<file path="src/hw/timer_channel_pkg.sv">
package timer_channel_pkg;
    // ------------------------------------------------------------
    // Register offsets (byte addresses)
    // ------------------------------------------------------------
    localparam logic [7:0] OFS_CTRL = 8'h00;
    localparam logic [7:0] OFS_MODE = 8'h04;
    localparam logic [7:0] OFS_CV = 8'h10;
    localparam logic [7:0] OFS_RA = 8'h14;
    localparam logic [7:0] OFS_RB = 8'h18;
    localparam logic [7:0] OFS_RC = 8'h1C;
    localparam logic [7:0] OFS_SR = 8'h20;
    localparam logic [7:0] OFS_IER = 8'h24;
    localparam logic [7:0] OFS_IDR = 8'h28;
    localparam logic [7:0] OFS_IMR = 8'h2C;
    // ------------------------------------------------------------
    // Control command bits
    // ------------------------------------------------------------
    localparam int CTRL_CLKEN = 0;
    localparam int CTRL_CLKDIS = 1;
    localparam int CTRL_SWTRG = 2;
    // ------------------------------------------------------------
    // Mode register fields (lsb of each two-bit field; CPCTRG and WAVE are single bits)
    // ------------------------------------------------------------
    localparam int MODE_EEVT = 10;
    localparam int MODE_CPCTRG = 14;
    localparam int MODE_WAVE = 15;
    localparam int MODE_LDRA = 16;
    localparam int MODE_LDRB = 18;
    localparam int MODE_ACPA = 16;
    localparam int MODE_ACPC = 18;
    localparam int MODE_AEEVT = 20;
    localparam int MODE_ASWTRG = 22;
    localparam int MODE_LINE_B_ACTION_ON_MATCH_B = 24;
    localparam int MODE_LINE_B_ACTION_ON_MATCH_C = 26;
    localparam int MODE_LINE_B_ACTION_ON_EXT_EVENT = 28;
    localparam int MODE_LINE_B_ACTION_ON_SOFT_TRIGGER = 30;
    localparam logic [31:0] MODE_RESET = 32'h0000_0000;
    // ------------------------------------------------------------
    // Status bits
    // ------------------------------------------------------------
    localparam int ST_OVF = 0;
    localparam int ST_LOVR = 1;
    localparam int ST_CPA = 2;
    localparam int ST_CPB = 3;
    localparam int ST_CPC = 4;
    localparam int ST_LDA = 5;
    localparam int ST_LDB = 6;
    localparam int ST_ETRG = 7;
    localparam int ST_CLOCK_RUNNING_FLAG = 16;
    localparam int ST_MIRA = 17;
    localparam int ST_MIRB = 18;
    localparam int NUM_FLAGS = 8;
    // ------------------------------------------------------------
    // Line action and edge codes
    // ------------------------------------------------------------
    typedef enum logic [1:0] {
        ACT_NONE = 2'h0,
        ACT_SET = 2'h1,
        ACT_CLR = 2'h2,
        ACT_TGL = 2'h3
    } action_t;
    localparam logic [1:0] EDGE_RISE = 2'h1;
    localparam logic [1:0] EDGE_FALL = 2'h2;
    localparam logic [1:0] EDGE_BOTH = 2'h3;
    localparam logic [1:0] EEVT_LINE_B = 2'h0;
endpackage : timer_channel_pkg

</file>
<file path="src/hw/timer_channel.sv">
`timescale 1ns/1ns
// How it works
// RULE_01: Waveform mode, match with B applies the line B action code.
// RULE_02: Match with C applies its own line B action code.
// RULE_03: External event applies its own line B action code.
// RULE_04: Software trigger applies its own line B action code.
// RULE_05: Counter value register is read-only, live count, upper bits zero.
// RULE_06: Hold A and B read-only in capture, writable in waveform.
// RULE_07: Hold C is read/write in both modes, sixteen bits.
// RULE_08: Counter overflow sets status bit 0 until status is read.
// RULE_09: Capture: second load of A or B before read sets bit 1.
// RULE_10: Waveform only: bits 2 and 3 flag matches with A and B.
// RULE_11: Bit 4 flags a match with C in both modes.
// RULE_12: Capture only: bits 5 and 6 flag loads of A and B.
// RULE_13: Bit 7 flags an external trigger.
// RULE_14: Flags 7 to 0 are sticky and cleared by a status read.
// RULE_15: Bit 16 reads one while the counter clock is enabled.
// RULE_16: Bit 17 mirrors line A: pin level or driven level.
// RULE_17: Bit 18 mirrors line B the same way.
// RULE_18: Write-only enable register sets enables where ones are written.
// RULE_19: Write-only disable register clears enables where ones are written.
// RULE_20: Read-only mask register reports each enabled source.
// RULE_21: Mode bit one selects waveform, zero selects capture.
// RULE_22: Interrupt output high while any flag and its enable are set.
module timer_channel #(
    parameter int CNT_W = 16
) (
    input wire logic ref_clk,
    input wire logic rst,
    input wire logic [7:0] addr,
    input wire logic [31:0] wdata,
    input wire logic wrStb,
    input wire logic rdStb,
    output logic [31:0] rdata,
    input wire logic countTick,
    input wire logic extEvent,
    input wire logic lineAIn,
    output logic lineAOut,
    output logic lineAOe,
    input wire logic lineBIn,
    output logic lineBOut,
    output logic lineBOe,
    output logic irq
);
    import timer_channel_pkg::*;

    if (CNT_W < 2 || CNT_W > 16) begin : g_chk
        $error("CNT_W must lie between 2 and 16");
    end

    localparam logic [CNT_W-1:0] CNT_MAX = '1;

    function automatic logic applyAct(input logic lv, input logic [1:0] c);
        case (c)
            ACT_SET: return 1'b1;
            ACT_CLR: return 1'b0;
            ACT_TGL: return ~lv;
            default: return lv;
        endcase
    endfunction : applyAct

    function automatic logic edgeHit(input logic [1:0] sel,
                                     input logic rise, input logic fall);
        return (sel[0] & rise) | (sel[1] & fall);
    endfunction : edgeHit

    // ------------------------------------------------------------
    // State
    // ------------------------------------------------------------
    logic [31:0] mode_q;
    logic [CNT_W-1:0] cnt_q, cnt_d;
    logic [CNT_W-1:0] ra_q, ra_d, rb_q, rb_d, rc_q;
    logic [NUM_FLAGS-1:0] flags_q, flags_d, mask_q;
    logic clkEn_q, unreadA_q, unreadB_q;
    logic lineA_q, lineB_q, lineA_d, lineB_d;
    logic [31:0] rdata_q;
    logic [2:0] syncA_q, syncB_q;
    logic pinA_q, pinB_q, pinAPrev_q;

    // ------------------------------------------------------------
    // Bus decode
    // ------------------------------------------------------------
    wire wave = mode_q[MODE_WAVE]; // [RULE_21]
    wire wrCtrl = wrStb && addr == OFS_CTRL;
    wire wrMode = wrStb && addr == OFS_MODE;
    wire wrRa = wrStb && addr == OFS_RA && wave; // [RULE_06]
    wire wrRb = wrStb && addr == OFS_RB && wave; // [RULE_06]
    wire wrRc = wrStb && addr == OFS_RC; // [RULE_07]
    wire wrIer = wrStb && addr == OFS_IER;
    wire wrIdr = wrStb && addr == OFS_IDR;
    wire rdSr = rdStb && addr == OFS_SR;
    wire rdRa = rdStb && addr == OFS_RA;
    wire rdRb = rdStb && addr == OFS_RB;
    wire [CNT_W-1:0] wdCnt = wdata[CNT_W-1:0];
    wire [NUM_FLAGS-1:0] wd8 = wdata[NUM_FLAGS-1:0];

    // ------------------------------------------------------------
    // Pin synchronisers
    // ------------------------------------------------------------
    // A change is accepted only once two late stages agree, which
    // also rejects single-cycle glitches on the pins.
    wire pinAD = (syncA_q[1] == syncA_q[2]) ? syncA_q[2] : pinA_q;
    wire pinBD = (syncB_q[1] == syncB_q[2]) ? syncB_q[2] : pinB_q;
    wire riseA = pinA_q & ~pinAPrev_q;
    wire fallA = ~pinA_q & pinAPrev_q;

    // ------------------------------------------------------------
    // Events
    // ------------------------------------------------------------
    wire swTrig = wrCtrl && wdata[CTRL_SWTRG];
    wire tick = countTick && clkEn_q;
    wire ovf = tick && cnt_q == CNT_MAX;
    wire matchA = tick && cnt_q == ra_q && wave;
    wire matchB = tick && cnt_q == rb_q && wave;
    wire matchC = tick && cnt_q == rc_q;
    wire loadA = !wave && edgeHit(mode_q[MODE_LDRA+:2], riseA, fallA);
    wire loadB = !wave && edgeHit(mode_q[MODE_LDRB+:2], riseA, fallA);
    wire overrun = (loadA && unreadA_q) || (loadB && unreadB_q);
    wire trigEv = extEvent || swTrig;
    wire restart = trigEv || (matchC && mode_q[MODE_CPCTRG]);
    wire bIsInput = mode_q[MODE_EEVT+:2] == EEVT_LINE_B;

    wire [NUM_FLAGS-1:0] events = {
        trigEv,         // [RULE_13]
        loadB,          // [RULE_12]
        loadA,          // [RULE_12]
        matchC,         // [RULE_11]
        matchB,         // [RULE_10]
        matchA,         // [RULE_10]
        overrun,        // [RULE_09]
        ovf             // [RULE_08]
    };

    // ------------------------------------------------------------
    // Line actions, one event wins per cycle
    // ------------------------------------------------------------
    // Highest priority first so that two toggles never cancel out.
    wire [1:0] codeA = swTrig ? mode_q[MODE_ASWTRG+:2]
                     : extEvent ? mode_q[MODE_AEEVT+:2]
                     : matchC ? mode_q[MODE_ACPC+:2]
                     : matchA ? mode_q[MODE_ACPA+:2] : ACT_NONE;
    wire [1:0] codeB = swTrig ? mode_q[MODE_LINE_B_ACTION_ON_SOFT_TRIGGER+:2] // [RULE_04]
                     : extEvent ? mode_q[MODE_LINE_B_ACTION_ON_EXT_EVENT+:2] // [RULE_03]
                     : matchC ? mode_q[MODE_LINE_B_ACTION_ON_MATCH_C+:2] // [RULE_02]
                     : matchB ? mode_q[MODE_LINE_B_ACTION_ON_MATCH_B+:2] // [RULE_01]
                     : ACT_NONE;
    assign lineA_d = wave ? applyAct(lineA_q, codeA) : lineA_q;
    assign lineB_d = wave ? applyAct(lineB_q, codeB) : lineB_q;

    // ------------------------------------------------------------
    // Next values
    // ------------------------------------------------------------
    assign cnt_d = restart ? '0 : tick ? cnt_q + 1'b1 : cnt_q;
    assign ra_d = loadA ? cnt_q : wrRa ? wdCnt : ra_q;
    assign rb_d = loadB ? cnt_q : wrRb ? wdCnt : rb_q;
    // Set beats clear so an event in the reading cycle is kept.
    assign flags_d = (rdSr ? '0 : flags_q) | events; // [RULE_14]

    wire mirA = wave ? lineA_q : pinA_q;
    wire mirB = (wave && !bIsInput) ? lineB_q : pinB_q;

    wire [31:0] statusWord = {13'h0000, mirB, mirA, clkEn_q, // [RULE_15]
                              8'h00, flags_q}; // [RULE_16] [RULE_17]

    wire [31:0] rdMux =
        addr == OFS_MODE ? mode_q :
        addr == OFS_CV ? 32'(cnt_q) : // [RULE_05]
        addr == OFS_RA ? 32'(ra_q) :
        addr == OFS_RB ? 32'(rb_q) :
        addr == OFS_RC ? 32'(rc_q) : // [RULE_07]
        addr == OFS_SR ? statusWord :
        addr == OFS_IMR ? 32'(mask_q) : 32'h0000_0000; // [RULE_20]

    // ------------------------------------------------------------
    // Registers
    // ------------------------------------------------------------
    always_ff @(posedge ref_clk or posedge rst) begin
        if (rst) begin
            syncA_q <= 3'h0;
            syncB_q <= 3'h0;
            pinA_q <= 1'b0;
            pinB_q <= 1'b0;
            pinAPrev_q <= 1'b0;
        end else begin
            syncA_q <= {syncA_q[1:0], lineAIn};
            syncB_q <= {syncB_q[1:0], lineBIn};
            pinA_q <= pinAD;
            pinB_q <= pinBD;
            pinAPrev_q <= pinA_q;
        end
    end

    always_ff @(posedge ref_clk or posedge rst) begin
        if (rst) begin
            mode_q <= MODE_RESET;
            rc_q <= '0;
            mask_q <= '0;
        end else begin
            if (wrMode) mode_q <= wdata;
            if (wrRc) rc_q <= wdCnt;
            mask_q <= (mask_q | (wrIer ? wd8 : '0)) // [RULE_18]
                      & ~(wrIdr ? wd8 : '0); // [RULE_19]
        end
    end

    always_ff @(posedge ref_clk or posedge rst) begin
        if (rst) begin
            cnt_q <= '0;
            ra_q <= '0;
            rb_q <= '0;
            flags_q <= '0;
        end else begin
            cnt_q <= cnt_d;
            ra_q <= ra_d;
            rb_q <= rb_d;
            flags_q <= flags_d;
        end
    end

    // A restart event starts the clock; the disable command wins
    // over an enable written in the same word.
    always_ff @(posedge ref_clk or posedge rst) begin
        if (rst) begin
            clkEn_q <= 1'b0;
        end else if (wrCtrl && wdata[CTRL_CLKDIS]) begin
            clkEn_q <= 1'b0;
        end else if (restart || (wrCtrl && wdata[CTRL_CLKEN])) begin
            clkEn_q <= 1'b1;
        end
    end

    always_ff @(posedge ref_clk or posedge rst) begin
        if (rst) begin
            unreadA_q <= 1'b0;
            unreadB_q <= 1'b0;
        end else begin
            unreadA_q <= loadA | (unreadA_q & ~rdRa); // [RULE_09]
            unreadB_q <= loadB | (unreadB_q & ~rdRb); // [RULE_09]
        end
    end

    always_ff @(posedge ref_clk or posedge rst) begin
        if (rst) begin
            lineA_q <= 1'b0;
            lineB_q <= 1'b0;
            rdata_q <= 32'h0000_0000;
        end else begin
            lineA_q <= lineA_d;
            lineB_q <= lineB_d;
            rdata_q <= rdStb ? rdMux : 32'h0000_0000;
        end
    end

    // ------------------------------------------------------------
    // Outputs
    // ------------------------------------------------------------
    assign rdata = rdata_q;
    assign lineAOut = lineA_q;
    assign lineAOe = wave;
    assign lineBOut = lineB_q;
    assign lineBOe = wave && !bIsInput;
    assign irq = |(flags_q & mask_q); // [RULE_22]
endmodule : timer_channel

</file>
<file path="config.mk">
export PLATFORM = sky130hd
export DESIGN_NAME = timer_channel
export DESIGN_NICKNAME = d
export VERILOG_FILES = /design/src/hw/timer_channel_pkg.sv /design/src/hw/timer_channel.sv
export SDC_FILE = /design/constraint.sdc
export NUM_CORES = 1
export LEC_CHECK = 0
export ABC_AREA = 1
export BUFFER_PORTS_ARGS = -buffer_cell sky130_fd_sc_hd__buf_2
export CAP_MARGIN = 20
export CORE_ASPECT_RATIO = 1.2
export CORE_MARGIN = 2
export CORE_UTILIZATION = 46
export CTS_CLUSTER_SIZE = 8
export DETAILED_ROUTE_END_ITERATION = 6
export PLACE_DENSITY = 0.76
export SYNTH_ARGS = -nofsm -noshare
export SYNTH_HDL_FRONTEND = slang
export SYNTH_SLANG_ARGS = --single-unit
export TNS_END_PERCENT = 20
</file>
<file path="constraint.sdc">
create_clock -name ref_clk -period 8.1 [get_ports ref_clk]
set_clock_uncertainty 0.05 [all_clocks]
set_input_delay 1.215 -clock ref_clk [delete_from_list [all_inputs] [get_ports ref_clk]]
set_output_delay 1.215 -clock ref_clk [all_outputs]
set_load 0.03 [all_outputs]
</file>
# Yosys cells after proc, flatten, opt, wreduce, memory -nomap -nowiden
# Cells that the tools add are included.
dict set report classes {
  n_addsub 1
  n_eq_ne 21
  muxes 31
  n_bitwise 23
  reduce_logical 45
}
# operator n
set op_table {}
lappend op_table {{16-bit two-way mux} 6}
lappend op_table {{19-bit two-way mux} 5}
lappend op_table {{32-bit two-way mux} 2}
lappend op_table {{16-bit == test} 3}
lappend op_table {{8-bit by 5-bit == test with 1-bit output (second input constant)} 4}
lappend op_table {{8-bit by 6-bit == test with 1-bit output (second input constant)} 4}
lappend op_table {{8-bit two-way mux} 4}
lappend op_table {{1-bit logical AND} 28}
lappend op_table {{16-bit by 1-bit adder with 16-bit output (second input constant)} 1}
lappend op_table {{8-bit AND} 2}
lappend op_table {{16-bit == test (second input constant)} 1}
lappend op_table {{2-bit two-way mux} 8}
lappend op_table {{8-bit bitwise OR} 2}
lappend op_table {{1-bit AND} 8}
lappend op_table {{2-bit == test (second input constant)} 4}
lappend op_table {{8-bit by 3-bit == test with 1-bit output (second input constant)} 1}
lappend op_table {{8-bit zero test} 1}
lappend op_table {{8-bit inverter} 1}
lappend op_table {{2-bit nonzero test} 4}
lappend op_table {{8-bit OR reduction} 1}
lappend op_table {{1-bit inverter} 6}
lappend op_table {{1-bit case mux with 3 select lines} 2}
lappend op_table {{3-bit nonzero test} 2}
lappend op_table {{2-bit by 1-bit == test with 1-bit output (second input constant)} 2}
lappend op_table {{other kinds (7)} 19}
dict set report word_totals {
  reg_bits 158
  inputBits 48
  output_inout_bits 37
  wordCells 139
}

# Longest topological paths before layout
dict set report depth {
  ltp_word 11
  ltp_mapped 16
}

# Worst setup path before layout
# No wires, ideal clock.
dict set report synth_path {
  path_kind {reg2out}
  from {reg mode_q[15]}
  to {out lineBOe}
  arrival_ps 1535
  setup_slack_ps 5300
  path_stages_with_launch 4
  path_buffers 1
  cell_sequence {dfrtp_1 > inv_1 > clkbuf_1 > a21oi_1}
}
dict set report synth_via {
  elab_chain_len 1
}
# element line_no
set synth_lines {}
lappend synth_lines {{start: declaration} timer_channel.sv:70} ;# logic [31:0] mode_q;
lappend synth_lines {{start signal: assignment} timer_channel.sv:199} ;# if (wrMode) mode_q <= wdata;
lappend synth_lines {{1-bit logical AND} timer_channel.sv:261} ;# assign lineBOe = wave && !bIsInput;
lappend synth_lines {{end: declaration} timer_channel.sv:42} ;# output logic lineBOe,
# Every way passes these cells.

# Worst setup path after layout
# Same ends and word-level chain as after synthesis.

==> flow_metrics.env <==
export IMPL_status="finished, final reports clean"
export IMPL_grt_util_all_layers_pct=27.31
export IMPL_final_setup_tns_ns=0
export IMPL_grt_setup_unrepaired="false"
export IMPL_pin_count=85
export IMPL_clk_transition_reported_paths_ns=0.07
export IMPL_required_ns=6.84
export IMPL_timing_setup_critical_path_class="register to primary output"
export IMPL_p_leak_nw=4.648
export IMPL_holdCritPathClass="register to register"
export IMPL_worst_path_largest_cell_delay_ns=0.49
export IMPL_tritoncts_buffer_count=17
export IMPL_worst_path_max_fanout=14
export IMPL_critical_path_cell_chain="inv_1 > a21oi_1 > buf_2"
export IMPL_max_vdd_ir_drop_uv=160.2
export IMPL_max_cap_viol_count=0
export IMPL_viasPerCell=5.742
export IMPL_worstSetupEndpointType="primary output"
export IMPL_slowest_stage="sky130_fd_sc_hd__dfrtp_1"
export IMPL_tritonroute_pass_1_iters=6
export IMPL_post_synth_inst_count=1055
export IMPL_clkLatencyLatePin_ns=0.45
export IMPL_clock_tree_htree_level_count=4
export IMPL_via_count_of_the_first_global_routing_pass=7784
export IMPL_postPlaceCellArea_mm2=0.008811
export IMPL_netlist_top_cells_count="sky130_fd_sc_hd__nand2_1, sky130_fd_sc_hd__dfrtp_1, sky130_fd_sc_hd__inv_1"
export IMPL_setup_repair_bufs_after_cts=0
export IMPL_number_of_clock_sinks_seen_by_cts=158
export IMPL_fin_crit_sh_pct=38.82
export IMPL_floorplan_initialDensity_pct=47.31
export IMPL_detailed_place_hpwl_mm=18.57
export IMPL_number_of_drc_markers_in_iteration_0=820
export IMPL_dominantRegCellSynth="sky130_fd_sc_hd__dfrtp_1"
export IMPL_post_synth_main_area_contributors="sky130_fd_sc_hd__dfrtp_1, sky130_fd_sc_hd__nand2_1, sky130_fd_sc_hd__inv_1, sky130_fd_sc_hd__o21ai_0, sky130_fd_sc_hd__a21oi_1"
export IMPL_finalInstanceArea_mm2=0.009487
export IMPL_gr_total_overflow=0
export IMPL_die_area_mm2=0.01924
export IMPL_slew_headroom_pct=33.29
export IMPL_final_antenna_net_count=0
export IMPL_portBuffers=84
export IMPL_critPathBufInv=2
export IMPL_initial_antenna_violation_count=0
export IMPL_synth_warning_count=0
export IMPL_number_of_buffers_on_the_longest_clock_path=2
export IMPL_report_final_hold_viol_count=0
export IMPL_synth_top_area_cell="sky130_fd_sc_hd__dfrtp_1"
export IMPL_drt_drc_violations_left=0
export IMPL_fmax_mhz=318.0
export IMPL_ys_async_sr_fraction_pct=100.0
export IMPL_synth_yosys_seq_area_share_pct=47.38
export IMPL_wire_length_of_the_first_global_routing_pass_mm=40.46
export IMPL_cts_resized_gates=0
export IMPL_placeableCoreArea_mm2=0.01764
export IMPL_cp_arrival_ns=1.88
export IMPL_power_density_mw_per_mm2=235.0
export IMPL_route_detailed_wl_per_inst_um=18.64
export IMPL_post_layout_nonfiller_instances=1349
export IMPL_synthesized_flop_and_latch_total=158
export IMPL_hold_buffers=0
export IMPL_cts_root_buffer_cell="sky130_fd_sc_hd__clkbuf_16"
export IMPL_die_h_um=151.6
export IMPL_chipWidth_um=127.0
export IMPL_fillCellCount=1651
export IMPL_antenna_cells=0
export IMPL_yosysMostFrequentCell="sky130_fd_sc_hd__nand2_1"
export IMPL_wirelength_mm=25.15
export IMPL_worst_path_dominant_cell_family="buffers and inverters"
export IMPL_synth_enable_flop_cells=0
export IMPL_synth_net_count=1104
export IMPL_synth_top_area_share_pct=47.38
export IMPL_maximum_number_of_pins_on_one_net_before_global_route_repair=81
export IMPL_floorplan_rows=53
export IMPL_layout_drive_gt1_share_pct=15.23
export IMPL_setup_viol=0
export IMPL_placedCellCount=1314
export IMPL_post_synth_num_cell_types=49
export IMPL_worst_slew_pin_transition_ns=0.9982
export IMPL_route_vias_total=7746
export IMPL_gp_routability_congestion=1.023
export IMPL_final_report_max_slew_violation_count=0
export IMPL_synthesis_area_per_instance_um2=7.910
export IMPL_critical_path_startpoint_type="register"
export IMPL_period_minus_slack_ns=3.144
export IMPL_nNetsFinal=1165
export IMPL_syn_to_final_growth_pct=13.67
export IMPL_netlist_area_mm2=0.008346
export IMPL_tritoncts="done"
[sequential cells by signal, indices dropped and copies added, names as in the netlist]
signal	flops
rb_q	16
cnt_q	16
clkEn_q	1
flags_q	8
rdata	32
unreadA_q	1
pinB_q	1
mask_q	8
pinAPrev_q	1
pinA_q	1
syncB_q	3
ra_q	16
syncA_q	3
unreadB_q	1
mode_q	32
lineBOut	1
lineAOut	1
rc_q	16
[per-stage QoR]
step / setup WS [ns] / power, mW / hold WS [ns] / utilization, %
2_1_floorplan: 2.572 / 1.285 / 0.2812 / -
3_5_place_dp: 4.507 / 1.419 / 0.2920 / 49.95
4_1_cts: 4.947 / 2.221 / 0.3087 / 53.38
3_3_place_gp: 4.611 / 1.407 / 0.2813 / 49.79
6_report: 4.956 / 2.229 / 0.3064 / 53.78
5_1_grt: 4.851 / 2.332 / 0.3138 / 53.78
[kinds of logic after synthesis]
group / count (synthesis) / share of synthesized area, %
buf+inv: 187 / 9.730
compound gates: 249 / 17.48
xor+xnor: 24 / 2.519
fa+ha+maj: 3 / 0.3898
flops: 158 / 47.38
mux: 1 / 0.1199
simple gates: 433 / 22.38
[layout by cell type (no fill, tap or decap), drive strengths merged, types with 18 or more instances in the layout]
cell    count
nand2     250
dfrtp     158
inv       145
nor2      105
o21ai     105
buf        90
a21oi      72
nand3      48
o22ai      26
o211ai     21
clkbuf     18
[power by group]
part	leakage [nW]	switching, mW	internal (mW)
Combinational	2.40	0.273	0.155
Sequential	1.95	0.102	0.893
Clock	0.293	0.382	0.424
Total	4.65	0.757	1.47
[worst paths after layout]
path | from | cells past startpoint | to | slack, ns
min in group asynchronous | rst | 2 | mask_q[3] | 0.82
max | mode_q[15] | 3 | lineBOe | 4.96
min reg2reg | syncB_q[0] | 0 | syncB_q[1] | 0.31
max in group asynchronous | rst | 4 | pinB_q | 5.97
max reg2reg | mode_q[15] | 5 | rb_q[3] | 5.70
min | syncB_q[0] | 0 | syncB_q[1] | 0.31
[cell type report]
| class | instances | area [µm²] | area share [%] |
|---|---|---|---|
| flip-flops and latches | 158 | 3954 | 41.68 |
| clock buffers | 18 | 439.2 | 4.629 |
| inverters | 139 | 534.3 | 5.632 |
| multi-input cells | 710 | 3585 | 37.79 |
| clock inverters | 14 | 166.4 | 1.754 |
| repair buffers | 90 | 533.0 | 5.619 |
| well taps | 220 | 275.3 | 2.902 |
[metal layers]
layer | share of wire [%] | global-route usage, % | up-vias
met5 | 0 | 0 | -
met4 | 6.1 | 15.99 | 0
met3 | 8.1 | 6.145 | 115
met2 | 48 | 45.81 | 412
met1 | 37 | 32.40 | 3638
li1 | - | - | 3581
Power figures use the tool's default switching activity.
